--- src/verilog/cfs_regs.vh ---
`ifndef CFS_REGS_VH
`define CFS_REGS_VH
// Register indices (word addresses on the plain port)
`define CFS_ADDR_CTRL      4'h0
`define CFS_ADDR_XCHG_MAX  4'h1
`define CFS_ADDR_XCHG_REC  4'h2
`define CFS_ADDR_FULL_CLR  4'h3
`define CFS_ADDR_FAST_DET  4'h4
`define CFS_ADDR_PRE_DET   4'h5
`define CFS_ADDR_DSG_DET   4'h6
`define CFS_ADDR_TRST_AMT  4'h7
`define CFS_ADDR_FAST_TO   4'h8
`define CFS_ADDR_PRE_TO    4'h9
`define CFS_ADDR_STATUS    4'ha
`define CFS_ADDR_FAST_TMR  4'hb
`define CFS_ADDR_PRE_TMR   4'hc
// Control register bit positions
`define CFS_CTRL_KEEP_CHG  0
`define CFS_CTRL_NONREM    1
`define CFS_CTRL_REMREC    2
`define CFS_CTRL_ZV_OFF    3
// Status register bit positions
`define CFS_ST_XCHG        0
`define CFS_ST_FAST_TO     1
`define CFS_ST_PRE_TO      2
`define CFS_ST_STOP        3
`define CFS_ST_FULL        4
`define CFS_ST_XALARM      5
// Reset values
`define CFS_RST_CTRL       16'h0000
`define CFS_RST_XCHG_MAX   16'h012c
`define CFS_RST_XCHG_REC   16'h0002
`define CFS_RST_FULL_CLR   16'h005f
`define CFS_RST_FAST_DET   16'h0320
`define CFS_RST_PRE_DET    16'h0032
`define CFS_RST_DSG_DET    16'h0064
`define CFS_RST_TRST_AMT   16'h0002
`define CFS_RST_FAST_TO    16'h2a30
`define CFS_RST_PRE_TO     16'h0e10
// Activity period: 1 s at 20 MHz
`define CFS_TICK_SEC       1
`define CFS_CLK_HZ         20000000
`define CFS_TICK_CYCLES    (`CFS_TICK_SEC * `CFS_CLK_HZ)
`endif

--- src/verilog/cfs_charge_fault_supervisor.v ---
// Operation
// RQ1 - Set excess-charge flag when charge added past full exceeds threshold.
// RQ2 - Zero excess-charge threshold disables the excess-charge fault.
// RQ3 - Excess charge: switches off, request zeroed, stop/full/excess alarms.
// RQ4 - Keep-charge-switch bit holds charge switch on during excess charge.
// RQ5 - Recover on pack low-high-low when removable and recovery option set.
// RQ6 - Non-removable: recover after enough continuous discharge at <=0 mA.
// RQ7 - Recover when state of charge falls to full-clear percent.
// RQ8 - On recovery restore switches, clear alarms and excess flag.
// RQ9 - Fast timer runs when current at or above fast detect threshold.
// RQ10 - Fast timer holds during pulse charge, throttling or after timeout.
// RQ11 - Fast timer reset by discharge amount or reset-input pulse (non-rem).
// RQ12 - Fast timeout: flag, switches off, request zero, stop alarm.
// RQ13 - Fast timeout recovers on discharge or broadcast bit pulse (removable).
// RQ14 - Fast recovery restores outputs, clears stop alarm and flag.
// RQ15 - Pre-charge timer runs at or above pre-charge detect threshold.
// RQ16 - Pre timer holds during pulse charge, throttling or after timeout.
// RQ17 - Pre timer reset by discharge amount or pack pulse (non-removable).
// RQ18 - Pre timeout: flag, switches off, request zero, stop alarm.
// RQ19 - Pre timeout recovers on discharge or pack pulse, then restores.
// RQ20 - All checks and timer updates happen once per one-second tick.
// RQ21 - Reset clears flags, alarms and timers; switches follow algorithm.
`timescale 1ns/1ns
`default_nettype none
`include "cfs_regs.vh"
module cfs_charge_fault_supervisor #(
   parameter TICK_CYCLES = `CFS_TICK_CYCLES
) (
   // Clock and reset
   input  wire        clk,
   input  wire        rst_n,
   // Register port
   input  wire [3:0]  regAddr,
   input  wire [15:0] regWdata,
   input  wire        regWr,
   input  wire        regRd,
   output reg  [15:0] regRdata,
   // Measurements, same clock, valid at tick
   input  wire signed [15:0] measCurrent,
   input  wire [15:0] remainingCap,
   input  wire [15:0] fullChargeCap,
   input  wire [7:0]  relStateOfCharge,
   input  wire [15:0] chgReqCurrent,
   input  wire [15:0] chgReqVoltage,
   input  wire        algoChargeOn,
   input  wire        algoZeroVoltOn,
   input  wire        pulseChargingActive,
   input  wire        tempThrottleActive,
   input  wire        broadcastEnableBit,
   // Asynchronous pins
   input  wire        packPresentInput,
   input  wire        fastTimerResetInput,
   // Outputs
   output reg         chargeSwitch,
   output reg         zeroVoltPrechargeSwitch,
   output reg  [15:0] reqCurrent,
   output reg  [15:0] reqVoltage,
   output reg         excessChargeFlag,
   output reg         fastTimeoutFlag,
   output reg         preTimeoutFlag,
   output reg         stopChargeAlarm,
   output reg         fullAlarm,
   output reg         excessChargeAlarm,
   output reg         secTick
);

   // Configuration registers
   reg [15:0] ctrl_reg;
   reg [15:0] xMax_reg;
   reg [15:0] xRec_reg;
   reg [15:0] fullClr_reg;
   reg [15:0] fastDet_reg;
   reg [15:0] preDet_reg;
   reg [15:0] dsgDet_reg;
   reg [15:0] tRstAmt_reg;
   reg [15:0] fastTo_reg;
   reg [15:0] preTo_reg;
   // Internal state
   reg [31:0] tickCnt_reg;
   reg [1:0]  presSync_reg;
   reg [1:0]  cctSync_reg;
   reg [1:0]  presSeq_reg;
   reg [1:0]  cctSeq_reg;
   reg [1:0]  bcSeq_reg;
   reg [15:0] addedCap_reg;
   reg [15:0] dsgAcc_reg;
   reg [15:0] fastTmr_reg;
   reg [15:0] preTmr_reg;
   wire       tick;
   wire       keepChg;
   wire       nonRem;
   wire       remRec;
   wire       zvOff;
   wire       presPulse;
   wire       cctPulse;
   wire       bcPulse;
   wire       atFull;
   wire       charging;
   wire       discharging;
   wire [15:0] dsgMag;
   wire       tmrReset;
   wire       xSet;
   wire       xClr;
   wire       fSet;
   wire       fClr;
   wire       pSet;
   wire       pClr;
   wire       anyFault;

   assign tick    = (tickCnt_reg == TICK_CYCLES - 1);
   assign keepChg = ctrl_reg[`CFS_CTRL_KEEP_CHG];
   assign nonRem  = ctrl_reg[`CFS_CTRL_NONREM];
   assign remRec  = ctrl_reg[`CFS_CTRL_REMREC];
   assign zvOff   = ctrl_reg[`CFS_CTRL_ZV_OFF];
   assign atFull  = (remainingCap >= fullChargeCap);
   assign charging    = (measCurrent > 16'sh0000);
   assign discharging = (measCurrent <= 16'sh0000);
   assign dsgMag  = discharging ? (16'h0000 - measCurrent) : 16'h0000;

   // Low-high-low detection: sequence is 1 after high, pulse when pin is back low
   assign presPulse = (presSeq_reg == 2'h1) & ~presSync_reg[1];
   assign cctPulse  = (cctSeq_reg == 2'h1) & ~cctSync_reg[1];
   assign bcPulse   = (bcSeq_reg == 2'h1) & ~broadcastEnableBit;

   // Enough accumulated discharge amount resets both timers
   assign tmrReset = (dsgAcc_reg >= tRstAmt_reg) & discharging; // see RQ11

   // Excess-charge set and recovery terms
   assign xSet = (xMax_reg != 16'h0000) & atFull & charging &
                 (addedCap_reg + measCurrent[15:0] > xMax_reg); // see RQ1 RQ2
   assign xClr = (remRec & ~nonRem & presPulse) |                // see RQ5
                 (nonRem & discharging & (dsgAcc_reg >= xRec_reg)) | // see RQ6
                 (relStateOfCharge <= fullClr_reg[7:0]);         // see RQ7

   // Fast timeout terms
   assign fSet = (fastTo_reg != 16'h0000) &
                 (fastTmr_reg + 16'h0001 >= fastTo_reg) &
                 (measCurrent >= $signed(fastDet_reg)) &
                 ~pulseChargingActive & ~tempThrottleActive;     // see RQ12
   assign fClr = (dsgMag >= dsgDet_reg & discharging &
                  dsgDet_reg != 16'h0000) |
                 (~nonRem & bcPulse);                            // see RQ13

   // Pre-charge timeout terms
   assign pSet = (preTo_reg != 16'h0000) &
                 (preTmr_reg + 16'h0001 >= preTo_reg) &
                 (measCurrent >= $signed(preDet_reg)) &
                 ~pulseChargingActive & ~tempThrottleActive;     // see RQ18
   assign pClr = (dsgMag >= dsgDet_reg & discharging &
                  dsgDet_reg != 16'h0000) |
                 (~nonRem & presPulse);                          // see RQ19

   assign anyFault = excessChargeFlag | fastTimeoutFlag | preTimeoutFlag;

   // One-second activity tick
   always @(posedge clk) begin
      if (!rst_n) begin
         tickCnt_reg <= 32'h0000_0000;
         secTick     <= 1'b0;
      end else begin
         secTick <= tick;
         if (tick) begin
            tickCnt_reg <= 32'h0000_0000;       // see RQ20
         end else begin
            tickCnt_reg <= tickCnt_reg + 32'h0000_0001;
         end
      end
   end

   // Pin synchronisers
   always @(posedge clk) begin
      if (!rst_n) begin
         presSync_reg <= 2'h0;
         cctSync_reg  <= 2'h0;
      end else begin
         presSync_reg <= {presSync_reg[0], packPresentInput};
         cctSync_reg  <= {cctSync_reg[0], fastTimerResetInput};
      end
   end

   // Pulse sequence trackers, sampled on the tick
   always @(posedge clk) begin
      if (!rst_n) begin
         presSeq_reg <= 2'h3;
         cctSeq_reg  <= 2'h3;
         bcSeq_reg   <= 2'h3;
      end else if (tick) begin
         // 3: waiting for low, 0: low seen, 1: high seen
         presSeq_reg <= ~presSync_reg[1] ? 2'h0 :
                        (presSeq_reg == 2'h0 ? 2'h1 : presSeq_reg);
         cctSeq_reg  <= ~cctSync_reg[1] ? 2'h0 :
                        (cctSeq_reg == 2'h0 ? 2'h1 : cctSeq_reg);
         bcSeq_reg   <= ~broadcastEnableBit ? 2'h0 :
                        (bcSeq_reg == 2'h0 ? 2'h1 : bcSeq_reg);
      end
   end

   // Charge and discharge accumulators, one current sample per second
   always @(posedge clk) begin
      if (!rst_n) begin
         addedCap_reg <= 16'h0000;
         dsgAcc_reg   <= 16'h0000;
      end else if (tick) begin
         if (atFull && charging) begin
            addedCap_reg <= addedCap_reg + measCurrent[15:0];
         end else if (!atFull) begin
            addedCap_reg <= 16'h0000;
         end
         if (discharging) begin
            dsgAcc_reg <= dsgAcc_reg + dsgMag;  // see RQ6
         end else begin
            dsgAcc_reg <= 16'h0000;             // continuity broken
         end
      end
   end

   // Charge timers
   always @(posedge clk) begin
      if (!rst_n) begin
         fastTmr_reg <= 16'h0000;               // see RQ21
         preTmr_reg  <= 16'h0000;
      end else if (tick) begin
         if (tmrReset || (nonRem && cctPulse)) begin
            fastTmr_reg <= 16'h0000;            // see RQ11
         end else if (measCurrent >= $signed(fastDet_reg) &&
                      !pulseChargingActive && !tempThrottleActive &&
                      !fastTimeoutFlag) begin   // see RQ9 RQ10
            fastTmr_reg <= fastTmr_reg + 16'h0001;
         end
         if (tmrReset || (nonRem && presPulse)) begin
            preTmr_reg <= 16'h0000;             // see RQ17
         end else if (measCurrent >= $signed(preDet_reg) &&
                      !pulseChargingActive && !tempThrottleActive &&
                      !preTimeoutFlag) begin    // see RQ15 RQ16
            preTmr_reg <= preTmr_reg + 16'h0001;
         end
      end
   end

   // Fault flags and alarms
   always @(posedge clk) begin
      if (!rst_n) begin
         excessChargeFlag  <= 1'b0;             // see RQ21
         fastTimeoutFlag   <= 1'b0;
         preTimeoutFlag    <= 1'b0;
         stopChargeAlarm   <= 1'b0;
         fullAlarm         <= 1'b0;
         excessChargeAlarm <= 1'b0;
      end else if (tick) begin
         if (excessChargeFlag ? xClr : xSet) begin
            excessChargeFlag  <= ~excessChargeFlag; // see RQ1 RQ8
            excessChargeAlarm <= ~excessChargeFlag; // see RQ3
            fullAlarm         <= ~excessChargeFlag;
         end
         if (fastTimeoutFlag ? fClr : fSet) begin
            fastTimeoutFlag <= ~fastTimeoutFlag; // see RQ12 RQ14
         end
         if (preTimeoutFlag ? pClr : pSet) begin
            preTimeoutFlag <= ~preTimeoutFlag;   // see RQ18 RQ19
         end
         stopChargeAlarm <=
            (excessChargeFlag ? ~xClr : xSet) |
            (fastTimeoutFlag ? ~fClr : fSet) |
            (preTimeoutFlag ? ~pClr : pSet);     // see RQ3 RQ14
      end
   end

   // Switches and charge request, algorithm pass-through unless faulted
   always @(posedge clk) begin
      if (!rst_n) begin
         chargeSwitch            <= 1'b0;
         zeroVoltPrechargeSwitch <= 1'b0;
         reqCurrent              <= 16'h0000;
         reqVoltage              <= 16'h0000;
      end else begin
         chargeSwitch <= algoChargeOn &
            ~(fastTimeoutFlag | preTimeoutFlag) &
            ~(excessChargeFlag & ~keepChg);      // see RQ4 RQ8
         zeroVoltPrechargeSwitch <= algoZeroVoltOn &
            ~(anyFault & zvOff);                 // see RQ3
         reqCurrent <= anyFault ? 16'h0000 : chgReqCurrent; // see RQ12
         reqVoltage <= anyFault ? 16'h0000 : chgReqVoltage; // see RQ18
      end
   end

   // Register writes
   always @(posedge clk) begin
      if (!rst_n) begin
         ctrl_reg    <= `CFS_RST_CTRL;
         xMax_reg    <= `CFS_RST_XCHG_MAX;
         xRec_reg    <= `CFS_RST_XCHG_REC;
         fullClr_reg <= `CFS_RST_FULL_CLR;
         fastDet_reg <= `CFS_RST_FAST_DET;
         preDet_reg  <= `CFS_RST_PRE_DET;
         dsgDet_reg  <= `CFS_RST_DSG_DET;
         tRstAmt_reg <= `CFS_RST_TRST_AMT;
         fastTo_reg  <= `CFS_RST_FAST_TO;
         preTo_reg   <= `CFS_RST_PRE_TO;
      end else if (regWr) begin
         case (regAddr)
            `CFS_ADDR_CTRL:     ctrl_reg    <= {12'h000, regWdata[3:0]};
            `CFS_ADDR_XCHG_MAX: xMax_reg    <= regWdata;
            `CFS_ADDR_XCHG_REC: xRec_reg    <= regWdata;
            `CFS_ADDR_FULL_CLR: fullClr_reg <= regWdata;
            `CFS_ADDR_FAST_DET: fastDet_reg <= regWdata;
            `CFS_ADDR_PRE_DET:  preDet_reg  <= regWdata;
            `CFS_ADDR_DSG_DET:  dsgDet_reg  <= regWdata;
            `CFS_ADDR_TRST_AMT: tRstAmt_reg <= regWdata;
            `CFS_ADDR_FAST_TO:  fastTo_reg  <= regWdata;
            `CFS_ADDR_PRE_TO:   preTo_reg   <= regWdata;
            default: begin
            end
         endcase
      end
   end

   // Register reads, data one cycle after the strobe
   always @(posedge clk) begin
      if (!rst_n) begin
         regRdata <= 16'h0000;
      end else if (regRd) begin
         case (regAddr)
            `CFS_ADDR_CTRL:     regRdata <= ctrl_reg;
            `CFS_ADDR_XCHG_MAX: regRdata <= xMax_reg;
            `CFS_ADDR_XCHG_REC: regRdata <= xRec_reg;
            `CFS_ADDR_FULL_CLR: regRdata <= fullClr_reg;
            `CFS_ADDR_FAST_DET: regRdata <= fastDet_reg;
            `CFS_ADDR_PRE_DET:  regRdata <= preDet_reg;
            `CFS_ADDR_DSG_DET:  regRdata <= dsgDet_reg;
            `CFS_ADDR_TRST_AMT: regRdata <= tRstAmt_reg;
            `CFS_ADDR_FAST_TO:  regRdata <= fastTo_reg;
            `CFS_ADDR_PRE_TO:   regRdata <= preTo_reg;
            `CFS_ADDR_STATUS:   regRdata <= {10'h000, excessChargeAlarm,
               fullAlarm, stopChargeAlarm, preTimeoutFlag,
               fastTimeoutFlag, excessChargeFlag};
            `CFS_ADDR_FAST_TMR: regRdata <= fastTmr_reg;
            `CFS_ADDR_PRE_TMR:  regRdata <= preTmr_reg;
            default:            regRdata <= 16'h0000;
         endcase
      end else begin
         regRdata <= 16'h0000;
      end
   end

endmodule
`default_nettype wire

--- config.mk ---
export PLATFORM = sky130hd
export DESIGN_NAME = cfs_charge_fault_supervisor
export DESIGN_NICKNAME = d
export VERILOG_FILES = /design/src/verilog/cfs_charge_fault_supervisor.v
export VERILOG_INCLUDE_DIRS = /design/src /design/src/verilog
export SDC_FILE = /design/constraint.sdc
export NUM_CORES = 1
export LEC_CHECK = 0
export BUFFER_PORTS_ARGS = -buffer_cell sky130_fd_sc_hd__buf_2
export CAP_MARGIN = 20
export CORE_AREA = 2 2 162 227
export CTS_CLUSTER_SIZE = 14
export DETAILED_ROUTE_END_ITERATION = 10
export DIE_AREA = 0 0 164 229
export PLACE_DENSITY = 0.76
export SETUP_SLACK_MARGIN = 0.02
export SLEW_MARGIN = 20
export SYNTH_ARGS = -nofsm -noshare
export SYNTH_HDL_FRONTEND = slang
export SYNTH_SLANG_ARGS = --single-unit
--- constraint.sdc ---
create_clock -name clk -period 9.3 [get_ports clk]
set_input_delay 1.395 -clock clk [delete_from_list [all_inputs] [get_ports clk]]
set_output_delay 1.395 -clock clk [all_outputs]
set_load 0.005 [all_outputs]
==> impl_metrics.yaml <==
routing:
  drt-pass1-iter-count: 7
  vias: 18120
  postRouteAntennaNets: 0
  routedWlPerCell_um: 23.42
  wl_um: 66910
  drt_iter0_markers: 1931
  vias_per_cell: 6.342
  drc_errors: 0
critical_path:
  cp_data_required_time_ns: 9.84
  cpPeakStageDelay_ns: 0.65
  critPathBufInv: 2
  cp.arrival_ns: 5.28
  path_class: "input port to register"
  path_delay_family: "compound AO/OA/AOI/OAI gates"
  cp_max_fo: 16
  startpoint_type: "input port"
  crit_slowest_cell: "a21oi_2"
  cp_cell_sequence: "buf_2 -> inv_1 -> ha_1 -> nor2b_1 -> and4_1 -> a21oi_2 -> nor2_1 -> ha_1 -> a211oi_1 -> o21ai_0 -> a211oi_1 -> o21ai_0 -> o211ai_1 -> and3_1 -> a2111oi_0 -> a21oi_1"
  cp-end-kind: "register"
finish:
  seq_area_um2: 6186
  multiInputGateArea_um2: 10890
  layout.cells.non_filler: 2857
  final_nets: 2676
  largest_reg_flops: 32
  fill_cells: 3181
  drive_above_1_share: 0.1170
  syn_to_final_growth_pct: 12.30
timing:
  rsz0062_at_grt: "no"
  min_period_ns: 4.748
  worstMarginPinSlew_ns: 1.192
  drv_slew: 0
  fmaxAchievable_ghz: 0.2106
  fin_crit_sh: 0.5106
  tns_ns: 0
  finClkSkew_ns: 0.01408
  finalSetupViolCount: 0
  holdWs_ns: 0.4504
  hold_violations: 0
  slew_headroom: 0.1969
power:
  finalPower_mw: 2.985
  leakage_nw: 8.380
  vdd_drop_max_mv: 0.1364
  power.density_nw_per_um2: 146.2
floorplanning:
  placementRows: 82
  die_h_um: 229
  core_area_um2: 35600
  io_pins: 176
  start_util: 0.5108
  die_x_um: 164
  die_area_um2: 37560
clock_network:
  cts.sinks: 309
  cts_tree: "built"
  clk_pin_slew_ns: 0.07
  clock_path_buffers: 3
  cts-root-buf: "clkbuf_16"
  htreeDepth: 1
  post_cts_buffers: 0
  postCtsHoldBufs: 0
  cts_made_buffers: 31
  cts.repair.resized: 0
  clk_latency_ns: 0.60
synthesis:
  post_synth_num_cell_types: 76
  yosysWarnings: 0
  synth-seq-cells: 309
  synth.avg_cell_area_um2: 8.042
  ys.flop_type: "dfxtp_1"
  async_flop_share: 0
  synth_seq_area_share: 0.3402
  syn_nets: 2566
  synth_edf_count: 0
  postSynthCellCount: 2261
  synth_area_um2: 18180
global_routing:
  grt_use_total: 0.3496
  grt.overflow.total: 0
  grt_pass1_vias: 17180
  grt_pass1_wl_um: 100200
  grt_max_degree: 65
  antenna_found_initial: 3
run_status:
  status: "finished, final reports clean"
placed_design:
  gp_congestion: 1.066
  hpwl_um: 49600
  place_inst: 2799
  port_buffers: 175
hold_path:
  hp-class: "register to register"
flow_run:
  maxCapViolCount: 0
==> path summary, 6_finish.rpt <==
path / depth (start not counted) / endpoint / start / slack (ns)
setup reg to reg: 14 / stopChargeAlarm$_SDFFE_PN0P_ / fastTmr_reg[0]$_SDFFE_PN0P_ / 5.21
hold reg to reg: 1 / presSync_reg[1]$_SDFF_PN0_ / presSync_reg[0]$_SDFF_PN0_ / 0.45
hold / removal: 1 / presSync_reg[1]$_SDFF_PN0_ / presSync_reg[0]$_SDFF_PN0_ / 0.45
setup / recovery: 16 / stopChargeAlarm$_SDFFE_PN0P_ / measCurrent[1] / 4.55
==> area by class of cell <==
cell class	count	area share
sequential	309	0.3029
timing repair buffer	197	0.05098
tap	462	0.02831
antenna	2	0.0002451
multi-input combinational	1656	0.5331
inverter	176	0.03247
clock inverter	17	0.01170
clock buffer	38	0.04025
==> cell families after synthesis <==
group / after synthesis / synth area share
flops: 309 / 0.3402
xor+xnor: 90 / 0.04335
compound gates: 543 / 0.2011
fa+ha+maj: 189 / 0.1305
simple gates: 823 / 0.2161
mux: 11 / 0.006124
buf+inv: 296 / 0.06275
==> metal layers <==
metal | up-vias | routed length (um) | global-route usage
li1 | 8205 | - | -
met1 | 8374 | 23050 | 0.3885
met2 | 1168 | 29740 | 0.5601
met3 | 370 | 6865 | 0.07534
met4 | 2 | 7244 | 0.3029
met5 | - | 13 | 0
==> where the power goes <==
part | switching, mW | total (mW) | internal (mW)
registers | 0.0169 | 1.36 | 1.34
logic | 0.179 | 0.274 | 0.0953
clock network | 0.582 | 1.35 | 0.768
==> cell usage in the layout (no fill, tap or decap), drive strengths merged, types with 23 or more instances in the layout <==
master  Yosys  layout
xor2       32      32
nand4      31      31
a221oi     30      30
o21ai      68      68
buf        20     196
and3       35      35
xnor2      58      58
and2       55      55
a211oi     23      23
a21o       39      39
nand3      58      58
dfxtp     309     309
nor3       34      34
ha        184     184
a21oi     175     175
o211ai     36      36
clkbuf    100      39
a22o       31      31
nand2     374     374
nor2      120     120
inv       176     178
nor4       33      33
==> worst register-to-register path: stages, from the launching register on <==
cell       delay, ns
dfxtp_1         0.49
ha_1            0.28
nand3_1         0.21
or2_2           0.40
nor2_1          0.32
nand3_1         0.14
and2_1          0.20
or2_2           0.30
ha_1            0.29
a21o_1          0.16
a21oi_1         0.15
o211ai_1        0.10
o2111a_1        0.30
a2111oi_0       0.48
a21oi_1         0.13
==> synth_stat cells (30+ instances only) <==
| cell | number | area share |
|---|---|---|
| a21oi_1 | 174 | 0.048 |
| and3_1 | 34 | 0.012 |
| dfxtp_1 | 309 | 0.34 |
| o211ai_1 | 36 | 0.015 |
| a22o_1 | 31 | 0.015 |
| a221oi_1 | 30 | 0.014 |
| nand3_1 | 58 | 0.016 |
| inv_1 | 176 | 0.036 |
| nor3_1 | 32 | 0.0088 |
| xor2_1 | 32 | 0.015 |
| nand2_1 | 373 | 0.077 |
| nor2_1 | 119 | 0.025 |
| o21ai_0 | 66 | 0.018 |
| nor4_1 | 31 | 0.011 |
| a21o_1 | 39 | 0.016 |
| clkbuf_1 | 100 | 0.021 |
| and2_1 | 55 | 0.019 |
| xnor2_1 | 58 | 0.028 |
| ha_1 | 184 | 0.13 |
==> per-stage QoR <==
stage	area, um2	util	setup slack, ns
2_1_floorplan	18180	-	4.713
3_3_place_gp	19340	0.5433	4.200
3_5_place_dp	19340	0.5433	4.041
4_1_cts	20400	0.5731	4.604
5_1_grt	20420	0.5735	4.181
6_report	20420	0.5736	4.552
(Power assumes the default switching activity.)
